### src/rtl/cptmr_pkg.sv
// package with the constants shared by the per-core timer block
package cptmr_pkg;
	localparam int NCORE = 2;
	localparam int CNT_W = 32;
	localparam int PRE_W = 8;
	localparam int GLB_W = 64;
	localparam int SEL_W = 3;
	// control word fields for the interval timer and the watchdog
	localparam int CTL_EN_BIT = 0;
	localparam int CTL_AUTO_BIT = 1;
	localparam int CTL_IRQ_BIT = 2;
	localparam int CTL_WDOG_BIT = 3;
	localparam int CTL_PRE_LSB = 8;
	localparam int CTL_PRE_MSB = 15;
	// clear mask fields
	localparam int CLR_TMR_BIT = 0;
	localparam int CLR_WD_BIT = 1;
	localparam int CLR_CMP_BIT = 2;
	localparam int CMP_EN_BIT = 0;
	localparam int CMP_IRQ_BIT = 1;
	localparam logic [CNT_W-1:0] CNT_RST = 32'h0000_0000;
	localparam logic [GLB_W-1:0] GLB_RST = 64'h0000_0000_0000_0000;
	localparam logic [PRE_W-1:0] PRE_RST = 8'h00;
	localparam logic [CNT_W-1:0] CNT_ONE = 32'h0000_0001;
	localparam logic [GLB_W-1:0] GLB_ONE = 64'h0000_0000_0000_0001;
	localparam logic [PRE_W-1:0] PRE_ONE = 8'h01;
	// items that a command may write
	typedef enum logic [SEL_W-1:0] {
		SEL_TMR_LOAD = 3'h0,
		SEL_TMR_CTRL = 3'h1,
		SEL_WD_LOAD = 3'h2,
		SEL_WD_CTRL = 3'h3,
		SEL_CMP_LO = 3'h4,
		SEL_CMP_HI = 3'h5,
		SEL_CMP_CTRL = 3'h6,
		SEL_CLEAR = 3'h7
	} cptmr_sel_type;
endpackage

### src/rtl/cptmr_down_counter.sv
// prescaled 32-bit down counter with single-shot and auto-reload operation
`timescale 1ns/1ps
module cptmr_down_counter (
	input wire logic clock_i,
	input wire logic reset_i,
	input wire logic load_i,
	input wire logic [cptmr_pkg::CNT_W-1:0] load_val_i,
	input wire logic enable_i,
	input wire logic auto_i,
	input wire logic [cptmr_pkg::PRE_W-1:0] prescale_i,
	output logic expire_o,
	output logic [cptmr_pkg::CNT_W-1:0] count_o
);
	logic [cptmr_pkg::PRE_W-1:0] pre_r;
	logic [cptmr_pkg::CNT_W-1:0] count_r;
	logic [cptmr_pkg::CNT_W-1:0] reload_r;
	logic stopped_r;
	logic expire_r;
	logic step;
	logic hit;

	// one counter step every prescale+1 clocks while running
	assign step = enable_i && !stopped_r && !load_i && (pre_r == prescale_i);
	assign hit = step && (count_r <= cptmr_pkg::CNT_ONE);

	// prescaler divides the input clock
	always_ff @(posedge clock_i) begin
		if (reset_i || load_i || !enable_i || step) begin
			pre_r <= cptmr_pkg::PRE_RST;
		end else if (!stopped_r) begin
			pre_r <= pre_r + cptmr_pkg::PRE_ONE;
		end
	end

	// counter counts down, expiry is the step taken from a count of one or zero, which reloads in auto mode and clears otherwise
	always_ff @(posedge clock_i) begin
		if (reset_i) begin
			count_r <= cptmr_pkg::CNT_RST;
			reload_r <= cptmr_pkg::CNT_RST;
		end else if (load_i) begin
			count_r <= load_val_i;
			reload_r <= load_val_i;
		end else if (hit) begin
			count_r <= auto_i ? reload_r : cptmr_pkg::CNT_RST;
		end else if (step) begin
			count_r <= count_r - cptmr_pkg::CNT_ONE;
		end
	end

	// single-shot stops after one expiry until the next load
	always_ff @(posedge clock_i) begin
		if (reset_i || load_i) begin
			stopped_r <= 1'b0;
		end else if (hit && !auto_i) begin
			stopped_r <= 1'b1;
		end
	end

	always_ff @(posedge clock_i) begin
		if (reset_i) begin
			expire_r <= 1'b0;
		end else begin
			expire_r <= hit;
		end
	end

	assign expire_o = expire_r;
	assign count_o = count_r;
endmodule

### src/rtl/cptmr_top.sv
// per-core interval timers, watchdogs and the shared global timer with compares
`timescale 1ns/1ps
module cptmr_top (
	input wire logic clock_i,
	input wire logic reset_i,
	input wire logic cmd_valid_i,
	input wire logic cmd_src_i,
	input wire logic cmd_dst_i,
	input wire logic [cptmr_pkg::SEL_W-1:0] cmd_sel_i,
	input wire logic [cptmr_pkg::CNT_W-1:0] cmd_data_i,
	output logic cmd_refused_o,
	output logic [cptmr_pkg::NCORE-1:0] timer_irq_o,
	output logic [cptmr_pkg::NCORE-1:0] wdog_irq_o,
	output logic [cptmr_pkg::NCORE-1:0] cmp_irq_o,
	output logic [cptmr_pkg::NCORE-1:0] core_reset_o,
	output logic [cptmr_pkg::NCORE-1:0] timer_flag_o,
	output logic [cptmr_pkg::NCORE-1:0] wdog_flag_o,
	output logic [cptmr_pkg::NCORE-1:0] cmp_flag_o,
	output logic [cptmr_pkg::NCORE-1:0][cptmr_pkg::CNT_W-1:0] timer_count_o,
	output logic [cptmr_pkg::NCORE-1:0][cptmr_pkg::CNT_W-1:0] wdog_count_o,
	output logic [cptmr_pkg::GLB_W-1:0] global_count_o
);
	// ****************************************
	// command acceptance and global counter
	// ****************************************
	logic accept;
	logic refused_r;
	logic [cptmr_pkg::GLB_W-1:0] global_r;

	// a core may touch only its own private set
	assign accept = cmd_valid_i && (cmd_src_i == cmd_dst_i);

	// refused accesses are reported for one cycle
	always_ff @(posedge clock_i) begin
		if (reset_i) begin
			refused_r <= 1'b0;
		end else begin
			refused_r <= cmd_valid_i && (cmd_src_i != cmd_dst_i);
		end
	end

	// shared global counter steps on every clock
	always_ff @(posedge clock_i) begin
		if (reset_i) begin
			global_r <= cptmr_pkg::GLB_RST;
		end else begin
			global_r <= global_r + cptmr_pkg::GLB_ONE;
		end
	end

	assign cmd_refused_o = refused_r;
	assign global_count_o = global_r;

	// ****************************************
	// per-core private timers
	// ****************************************
	genvar c;
	generate
		for (c = 0; c < cptmr_pkg::NCORE; c++) begin : g_core
			logic mine;
			logic [cptmr_pkg::CNT_W-1:0] tctl_r;
			logic [cptmr_pkg::CNT_W-1:0] wctl_r;
			logic [cptmr_pkg::GLB_W-1:0] cmp_r;
			logic [1:0] cctl_r;
			logic tmr_flag_r;
			logic wd_flag_r;
			logic cmp_flag_r;
			logic rst_req_r;
			logic tmr_exp;
			logic wd_exp;
			logic cmp_hit;
			logic tmr_load;
			logic wd_load;
			logic do_clear;

			assign mine = accept && (cmd_dst_i == 1'(c));
			assign tmr_load = mine && (cmd_sel_i == cptmr_pkg::SEL_TMR_LOAD);
			assign wd_load = mine && (cmd_sel_i == cptmr_pkg::SEL_WD_LOAD);
			assign do_clear = mine && (cmd_sel_i == cptmr_pkg::SEL_CLEAR);

			// ****************************************
			// control words written by the owning core
			// ****************************************

			// interval timer control word
			always_ff @(posedge clock_i) begin
				if (reset_i) begin
					tctl_r <= cptmr_pkg::CNT_RST;
				end else if (mine && (cmd_sel_i == cptmr_pkg::SEL_TMR_CTRL)) begin
					tctl_r <= cmd_data_i;
				end
			end

			// watchdog control word, one bit picks watchdog or second timer
			always_ff @(posedge clock_i) begin
				if (reset_i) begin
					wctl_r <= cptmr_pkg::CNT_RST;
				end else if (mine && (cmd_sel_i == cptmr_pkg::SEL_WD_CTRL)) begin
					wctl_r <= cmd_data_i;
				end
			end

			// compare value, each half written on its own and live at once
			always_ff @(posedge clock_i) begin
				if (reset_i) begin
					cmp_r <= cptmr_pkg::GLB_RST;
				end else if (mine && (cmd_sel_i == cptmr_pkg::SEL_CMP_LO)) begin
					cmp_r[cptmr_pkg::CNT_W-1:0] <= cmd_data_i;
				end else if (mine && (cmd_sel_i == cptmr_pkg::SEL_CMP_HI)) begin
					cmp_r[cptmr_pkg::GLB_W-1:cptmr_pkg::CNT_W] <= cmd_data_i;
				end
			end

			// compare control: match enable and interrupt enable
			always_ff @(posedge clock_i) begin
				if (reset_i) begin
					cctl_r <= 2'h0;
				end else if (mine && (cmd_sel_i == cptmr_pkg::SEL_CMP_CTRL)) begin
					cctl_r <= cmd_data_i[cptmr_pkg::CMP_IRQ_BIT:cptmr_pkg::CMP_EN_BIT];
				end
			end

			// ****************************************
			// interval timer and watchdog counters
			// ****************************************

			// interval timer
			cptmr_down_counter u_tmr (
				.clock_i(clock_i),
				.reset_i(reset_i),
				.load_i(tmr_load),
				.load_val_i(cmd_data_i),
				.enable_i(tctl_r[cptmr_pkg::CTL_EN_BIT]),
				.auto_i(tctl_r[cptmr_pkg::CTL_AUTO_BIT]),
				.prescale_i(tctl_r[cptmr_pkg::CTL_PRE_MSB:cptmr_pkg::CTL_PRE_LSB]),
				.expire_o(tmr_exp),
				.count_o(timer_count_o[c])
			);

			// watchdog, reloaded by software writes of its load value
			cptmr_down_counter u_wd (
				.clock_i(clock_i),
				.reset_i(reset_i),
				.load_i(wd_load),
				.load_val_i(cmd_data_i),
				.enable_i(wctl_r[cptmr_pkg::CTL_EN_BIT]),
				.auto_i(wctl_r[cptmr_pkg::CTL_AUTO_BIT]),
				.prescale_i(wctl_r[cptmr_pkg::CTL_PRE_MSB:cptmr_pkg::CTL_PRE_LSB]),
				.expire_o(wd_exp),
				.count_o(wdog_count_o[c])
			);

			// compare hit when the global counter reaches the value
			assign cmp_hit = cctl_r[cptmr_pkg::CMP_EN_BIT] && (global_r == cmp_r);

			// ****************************************
			// sticky event flags and reset request
			// ****************************************

			// interval timer flag, a set in the clear cycle wins
			always_ff @(posedge clock_i) begin
				if (reset_i) begin
					tmr_flag_r <= 1'b0;
				end else begin
					tmr_flag_r <= tmr_exp || (tmr_flag_r && !(do_clear && cmd_data_i[cptmr_pkg::CLR_TMR_BIT]));
				end
			end

			// watchdog flag, a set in the clear cycle wins
			always_ff @(posedge clock_i) begin
				if (reset_i) begin
					wd_flag_r <= 1'b0;
				end else begin
					wd_flag_r <= wd_exp || (wd_flag_r && !(do_clear && cmd_data_i[cptmr_pkg::CLR_WD_BIT]));
				end
			end

			// compare flag, a set in the clear cycle wins
			always_ff @(posedge clock_i) begin
				if (reset_i) begin
					cmp_flag_r <= 1'b0;
				end else begin
					cmp_flag_r <= cmp_hit || (cmp_flag_r && !(do_clear && cmd_data_i[cptmr_pkg::CLR_CMP_BIT]));
				end
			end

			// reset request held until the block is reset
			always_ff @(posedge clock_i) begin
				if (reset_i) begin
					rst_req_r <= 1'b0;
				end else if (wd_exp && wctl_r[cptmr_pkg::CTL_WDOG_BIT]) begin
					rst_req_r <= 1'b1;
				end
			end

			// ****************************************
			// per-core outputs
			// ****************************************

			// interrupts follow flags when enabled, the watchdog one only while its watchdog bit is clear
			assign timer_irq_o[c] = tmr_flag_r && tctl_r[cptmr_pkg::CTL_IRQ_BIT];
			assign wdog_irq_o[c] = wd_flag_r && wctl_r[cptmr_pkg::CTL_IRQ_BIT] && !wctl_r[cptmr_pkg::CTL_WDOG_BIT];
			assign cmp_irq_o[c] = cmp_flag_r && cctl_r[cptmr_pkg::CMP_IRQ_BIT];
			assign core_reset_o[c] = rst_req_r;
			assign timer_flag_o[c] = tmr_flag_r;
			assign wdog_flag_o[c] = wd_flag_r;
			assign cmp_flag_o[c] = cmp_flag_r;
		end
	endgenerate
endmodule

### config.mk
export PLATFORM = sky130hd
export DESIGN_NAME = cptmr_top
export DESIGN_NICKNAME = d
export VERILOG_FILES = /design/src/rtl/cptmr_pkg.sv /design/src/rtl/cptmr_down_counter.sv /design/src/rtl/cptmr_top.sv
export SDC_FILE = /design/constraint.sdc
export NUM_CORES = 2
export LEC_CHECK = 0
export BUFFER_PORTS_ARGS = -buffer_cell sky130_fd_sc_hd__buf_2
export CORE_ASPECT_RATIO = 1.1
export CORE_MARGIN = 2
export CORE_UTILIZATION = 30
export DETAILED_ROUTE_END_ITERATION = 10
export PLACE_DENSITY_LB_ADDON = 0.15
export SETUP_SLACK_MARGIN = 0.2
export SLEW_MARGIN = 40
export SYNTH_ARGS = -nofsm -noshare
export SYNTH_HDL_FRONTEND = slang
export SYNTH_SLANG_ARGS = --single-unit
### constraint.sdc
create_clock -name clock_i -period 4.45 [get_ports clock_i]
set_input_delay 0.89 -clock clock_i [delete_from_list [all_inputs] [get_ports clock_i]]
set_output_delay 0.89 -clock clock_i [all_outputs]
set_load 0.1 [all_outputs]
Word level (Yosys, flattened, before mapping)
Cells that the tools add are included.
- register bits after elaboration: 565
- input bits: 40
- output and inout bits: 207
- word-level logic and storage cells: 200
- add/sub/neg operators: 9
- $lt $le $gt $ge: 4
- eq/ne operators: 15
- multiplexer cells: 16
- bitwise logic cells: 3
- reduce and logical (&&, ||, !) cells: 113
- operator list (cell ; count):
    32-bit 2-to-1 mux ; 16
    64-bit equality test ; 2
    32-bit by 1-bit <= comparator with 1-bit output (second input constant) ; 4
    32-bit by 1-bit subtractor with 32-bit output (second input constant) ; 4
    64-bit by 1-bit adder with 64-bit output (second input constant) ; 1
    1-bit logical AND ; 64
    8-bit by 1-bit adder with 8-bit output (second input constant) ; 4
    8-bit equality test ; 4
    1-bit zero test ; 24
    1-bit logical OR ; 18
    3-bit equality test (second input constant) ; 4
    3-bit nonzero test ; 4
    3-bit by 2-bit equality test with 1-bit output (second input constant) ; 2
    2-bit AND reduction ; 2
    3-bit by 1-bit equality test with 1-bit output (second input constant) ; 1
    3-bit zero test ; 1
    1-bit inverter ; 3
    1-bit equality test ; 1
    1-bit inequality test ; 1

Logic depth before layout (Yosys ltp)
- depth after elaboration: 10
- depth in mapped cells: 11
- gate-level depth less buffers: 8

Hierarchy
Synthesis repeated with hierarchy kept, for this count alone.
- cells, all modules: 3392
- area total of the unflattened synthesis: 27277.4 µm²
- by module, submodules not included (module ; times used ; cells each ; area an instance (µm²) ; sequential area each (µm²)):
    cptmr_down_counter ; 4 ; 494 ; 4001.3 ; 1481.4
    cptmr_top ; 1 ; 1416 ; 11272.1 ; 5024.8

Worst setup path after synthesis
No wires, ideal clock.
- kind: register to register
- start: register g_core[0].u_wd.count_r (netlist bit g_core[0].u_wd.count_o[3])
- end: register g_core[0].u_wd.count_r (netlist bit g_core[0].u_wd.count_o[24])
- arrival time: 3128 ps
- required time: 4334 ps
- slack: 1206 ps
- cell stages (with the launch flop): 10
- period minus slack after synthesis: 3244 ps
- cell sequence: dfxtp_1 buf_6 or4_4 buf_6 or4_4 or4_4 buf_2 a21oi_1 a31oi_1 a31o_2
- longest elaborated chain between the ends: 4
- elaborated cells between the ends (all ways): 7
- RTL lines (what ; line ; source):
    start: declaration ; cptmr_down_counter.sv:15 ; logic [cptmr_pkg::CNT_W-1:0] count_r;
    start signal: assignment ; cptmr_down_counter.sv:38 ; count_r <= cptmr_pkg::CNT_RST;
    start signal: assignment ; cptmr_down_counter.sv:41 ; count_r <= load_val_i;
    start signal: assignment ; cptmr_down_counter.sv:44 ; count_r <= auto_i ? reload_r : cptmr_pkg::CNT_RST;
    32-bit by 1-bit subtractor with 32-bit output / 32-bit by 1-bit <= comparator with 1-bit output (equally long branches) ; cptmr_down_counter.sv:46, cptmr_down_counter.sv:24 ;
    32-bit 2-to-1 mux / 1-bit logical AND (equally long branches) ; cptmr_down_counter.sv:45, cptmr_down_counter.sv:24 ;
    32-bit 2-to-1 mux ; cptmr_down_counter.sv:43 ; end else if (hit) begin
    32-bit 2-to-1 mux ; cptmr_down_counter.sv:40 ; end else if (load_i) begin
Several ways; a longest one is shown, not always the timed one. The select of a mux whose other input is x is not followed.
A chain may end at the register's enable or synchronous reset.

Worst setup path in the final report
- start: register g_core[1].u_wd.count_r (netlist bit g_core[1].u_wd.count_o[4])
- end: register g_core[1].u_wd.count_r (netlist bit g_core[1].u_wd.count_o[9])
- longest elaborated chain between the ends: 4
- elaborated cells between the ends (all ways): 7
- RTL lines (what ; line):
    start: declaration ; cptmr_down_counter.sv:15
    start signal: assignment ; cptmr_down_counter.sv:38
    start signal: assignment ; cptmr_down_counter.sv:41
    start signal: assignment ; cptmr_down_counter.sv:44
    32-bit by 1-bit subtractor with 32-bit output / 32-bit by 1-bit <= comparator with 1-bit output (equally long branches) ; cptmr_down_counter.sv:46, cptmr_down_counter.sv:24
    32-bit 2-to-1 mux / 1-bit logical AND (equally long branches) ; cptmr_down_counter.sv:45, cptmr_down_counter.sv:24
    32-bit 2-to-1 mux ; cptmr_down_counter.sv:43
    32-bit 2-to-1 mux ; cptmr_down_counter.sv:40
Several ways; a longest one is shown, not always the timed one. The select of a mux whose other input is x is not followed.

==> impl_metrics.json <==
{
  "status": "complete, no violations",
  "dp.final_hpwl_um": 69900,
  "cts_made_buffers": 68,
  "end_kind": "flop",
  "fillerInstances": 9257,
  "ys_ff_latch": 547,
  "antenna_found_initial": 4,
  "clk_latency_ns": 0.60,
  "globalRouteMet3Util": 0.0299,
  "drv_cap": 0,
  "synth_area_per_cell_um2": 7.80,
  "worst-endpoint-required_ns": 4.98,
  "finalClockSkew_ns": 0.0252,
  "fmax_ghz": 0.293,
  "dr.pass1.iters": 6,
  "fp.dieArea_mm2": 0.0912,
  "grt.busiest_layer": "met2",
  "crit_slowest_cell": "or4_1",
  "arrival_ns": 3.95,
  "cp_common_cell": "or4_1",
  "ant_nets": 0,
  "p_per_area_mw_per_mm2": 385,
  "fin_util": 0.353,
  "crit_family": "simple AND/OR/NAND/NOR gates",
  "boundaryPins": 247,
  "slew_viol_final": 0,
  "cts_num_sinks": 547,
  "grt_setup_unrepaired": "false",
  "drc": 0,
  "synth.distinct_cells": 71,
  "path_class": "flop to flop",
  "areaGrowthSynthToFinish_pct": 16.6,
  "grt.total_usage": 0.226,
  "synth_ff_type": "dfxtp_1",
  "setup_viol": 0,
  "overflow": 0,
  "vdd_drop_max_mv": 0.227,
  "cts_resized": 0,
  "die_y_um": 317,
  "synthCells": 3418,
  "cts_tree": "done",
  "drt-initial-drc-count": 1800,
  "crit_fanout": 17,
  "yosysMostFrequentCell": "nand2_1",
  "synth_edf_count": 0,
  "ys_warn_count": 0,
  "grt_pass1_wl_um": 156000,
  "met2_usage": 0.366,
  "path_cells": "or4_1 -> or4_1 -> nor4_2 -> buf_4 -> and2_1 -> mux2_2 -> o22ai_1",
  "leakagePower_nw": 11.8,
  "synth_top_cell_by_area": "dfxtp_1",
  "synthesis.nets": 3471,
  "wire_per_inst_um": 22.3,
  "seq_area_frac_synth": 0.411,
  "core_area_mm2": 0.0880,
  "slew_headroom": 0.436,
  "postSynth.asyncResetShare": 0,
  "gp_congestion": 0.850,
  "num_vias": 24900,
  "port_buffers": 246,
  "setup-tns-final_ns": 0,
  "postCtsSetupRepairBufs": 0,
  "initial_utilization": 0.303,
  "synth_area_mm2": 0.0267,
  "fin_area_mm2": 0.0311,
  "ys_top_cells_by_area": "dfxtp_1, nand2_1, a21oi_1",
  "crit_path_start_kind": "flop",
  "dpl_cell_area_mm2": 0.0289,
  "hold_violations": 0,
  "postRouteWirelength_um": 105000,
  "grt.met1_usage": 0.316,
  "synthTopCellsByCount": "nand2_1, dfxtp_1, a21oi_1, nor2_1, clkbuf_1",
  "path_clk_slew_ns": 0.06,
  "power_w": 0.0120,
  "h-tree-depth": 3,
  "synth_top_area_frac": 0.411,
  "clk_root_buffer_cell": "clkbuf_16",
  "viasPerCell": 5.26,
  "placementRows": 114,
  "cts_hold_buf": 0,
  "critPathBufInv": 1,
  "cts_max_path_buffers": 3,
  "nNetsFinal": 3576,
  "finalCritPeriodShare": 0.768,
  "fin_crit_ns": 3.42,
  "whs_ns": 0.447,
  "grt_pass1_vias": 23300,
  "drive_gt1_frac": 0.134,
  "grt_max_degree": 120,
  "cpPeakStageDelay_ns": 0.75,
  "die_x_um": 288,
  "tightest_slew_ns": 0.846,
  "min_path_type": "flop to flop"
}
## report_power, final
| part | total (W) | leakage (nW) | internal [W] | switching, W |
|---|---|---|---|---|
| Sequential | 0.00499 | 4.41 | 0.00494 | 0.0000545 |
| Clock | 0.00563 | 1.10 | 0.00337 | 0.00226 |
| Combinational | 0.00134 | 6.32 | 0.000393 | 0.000943 |
| Total | 0.0120 | 11.8 | 0.00871 | 0.00326 |
## worst reg2reg max path, delay by kind of cell, from the launching register on
kind	cells	cell delay (ns)
AOI/OAI and AO/OA	1	0.12
muxes	1	0.42
and+or+nand+nor	4	2.19
DFF	1	0.37
buffers and inverters	1	0.24
## registers in the layout, indices dropped and copies added (netlist names), 4 cells and up
| signal | flops |
|---|---|
| g_core.cmp_r | 128 |
| g_core.u_tmr.count_o | 64 |
| g_core.u_tmr.reload_r | 64 |
| g_core.u_wd.count_o | 64 |
| g_core.u_wd.reload_r | 64 |
| global_count_o | 64 |
| g_core.wctl_r | 24 |
| g_core.tctl_r | 22 |
| g_core.u_tmr.pre_r | 16 |
| g_core.u_wd.pre_r | 16 |
| g_core.cctl_r | 4 |
## layout by cell type (no fill, tap or decap), types with 54 or more instances in the layout
cell / count
nand2_1: 711
nor4_1: 57
buf_4: 56
xor2_1: 127
nand3_1: 99
inv_1: 54
xnor2_1: 170
o21ai_0: 86
clkbuf_16: 68
nor3_1: 60
a31oi_1: 56
nand4_1: 59
nor2_1: 243
dfxtp_1: 546
buf_2: 245
a21oi_1: 359
## cell families (layout without fill, tap and decap cells)
group | count (synthesis) | count (layout) | share of synthesized area
compound gates | 752 | 752 | 0.171
xor+xnor | 298 | 298 | 0.0982
fa+ha+maj | 13 | 13 | 0.00610
buf+inv | 324 | 475 | 0.0489
flops | 547 | 547 | 0.411
mux | 38 | 38 | 0.0146
other cells | 0 | 1 | 0
simple gates | 1446 | 1446 | 0.251
## per-stage QoR
step | std cells | worst slack [ns]
finish | 4730 | 1.03
global route | 4729 | 0.895
CTS | 4729 | 1.06
detailed placement | 4613 | 0.949
global placement | 4612 | 0.944
floorplan | 3418 | 1.21
## worst paths after layout
| path | start | endpoint | slack, ns | cells after the start |
|---|---|---|---|---|
| hold reg to reg | g_core[1].u_tmr.expire_o$_SDFF_PP0_ | g_core[1].tmr_flag_r$_SDFF_PP0_ | 0.45 | 2 |
| setup reg to reg | g_core[1].u_wd.count_o[4]$_SDFFE_PP0P_ | g_core[1].u_wd.count_o[9]$_SDFFE_PP0P_ | 1.03 | 7 |
| setup / recovery | g_core[1].u_wd.count_o[4]$_SDFFE_PP0P_ | g_core[1].u_wd.count_o[9]$_SDFFE_PP0P_ | 1.03 | 7 |
| hold / removal | g_core[1].u_tmr.expire_o$_SDFF_PP0_ | g_core[1].tmr_flag_r$_SDFF_PP0_ | 0.45 | 2 |
## area by class of cell
type	count	area [um^2]	area share
clock buffers	97	1980	0.0637
diodes	1	2.50	0.0000805
repair buffers	305	1710	0.0551
multi-input cells	2547	14500	0.468
inverters	54	203	0.00652
flip-flops and latches	547	11000	0.352
clock inverters	19	239	0.00769
well taps	1160	1450	0.0467
## routing by layer
layer  wire (um)  part of all wire
met1       49000              0.46
met2       48300              0.46
met3        5530             0.053
met4        2600             0.025
met5           0                 0
Note: power is estimated with default switching activity, not from simulation.
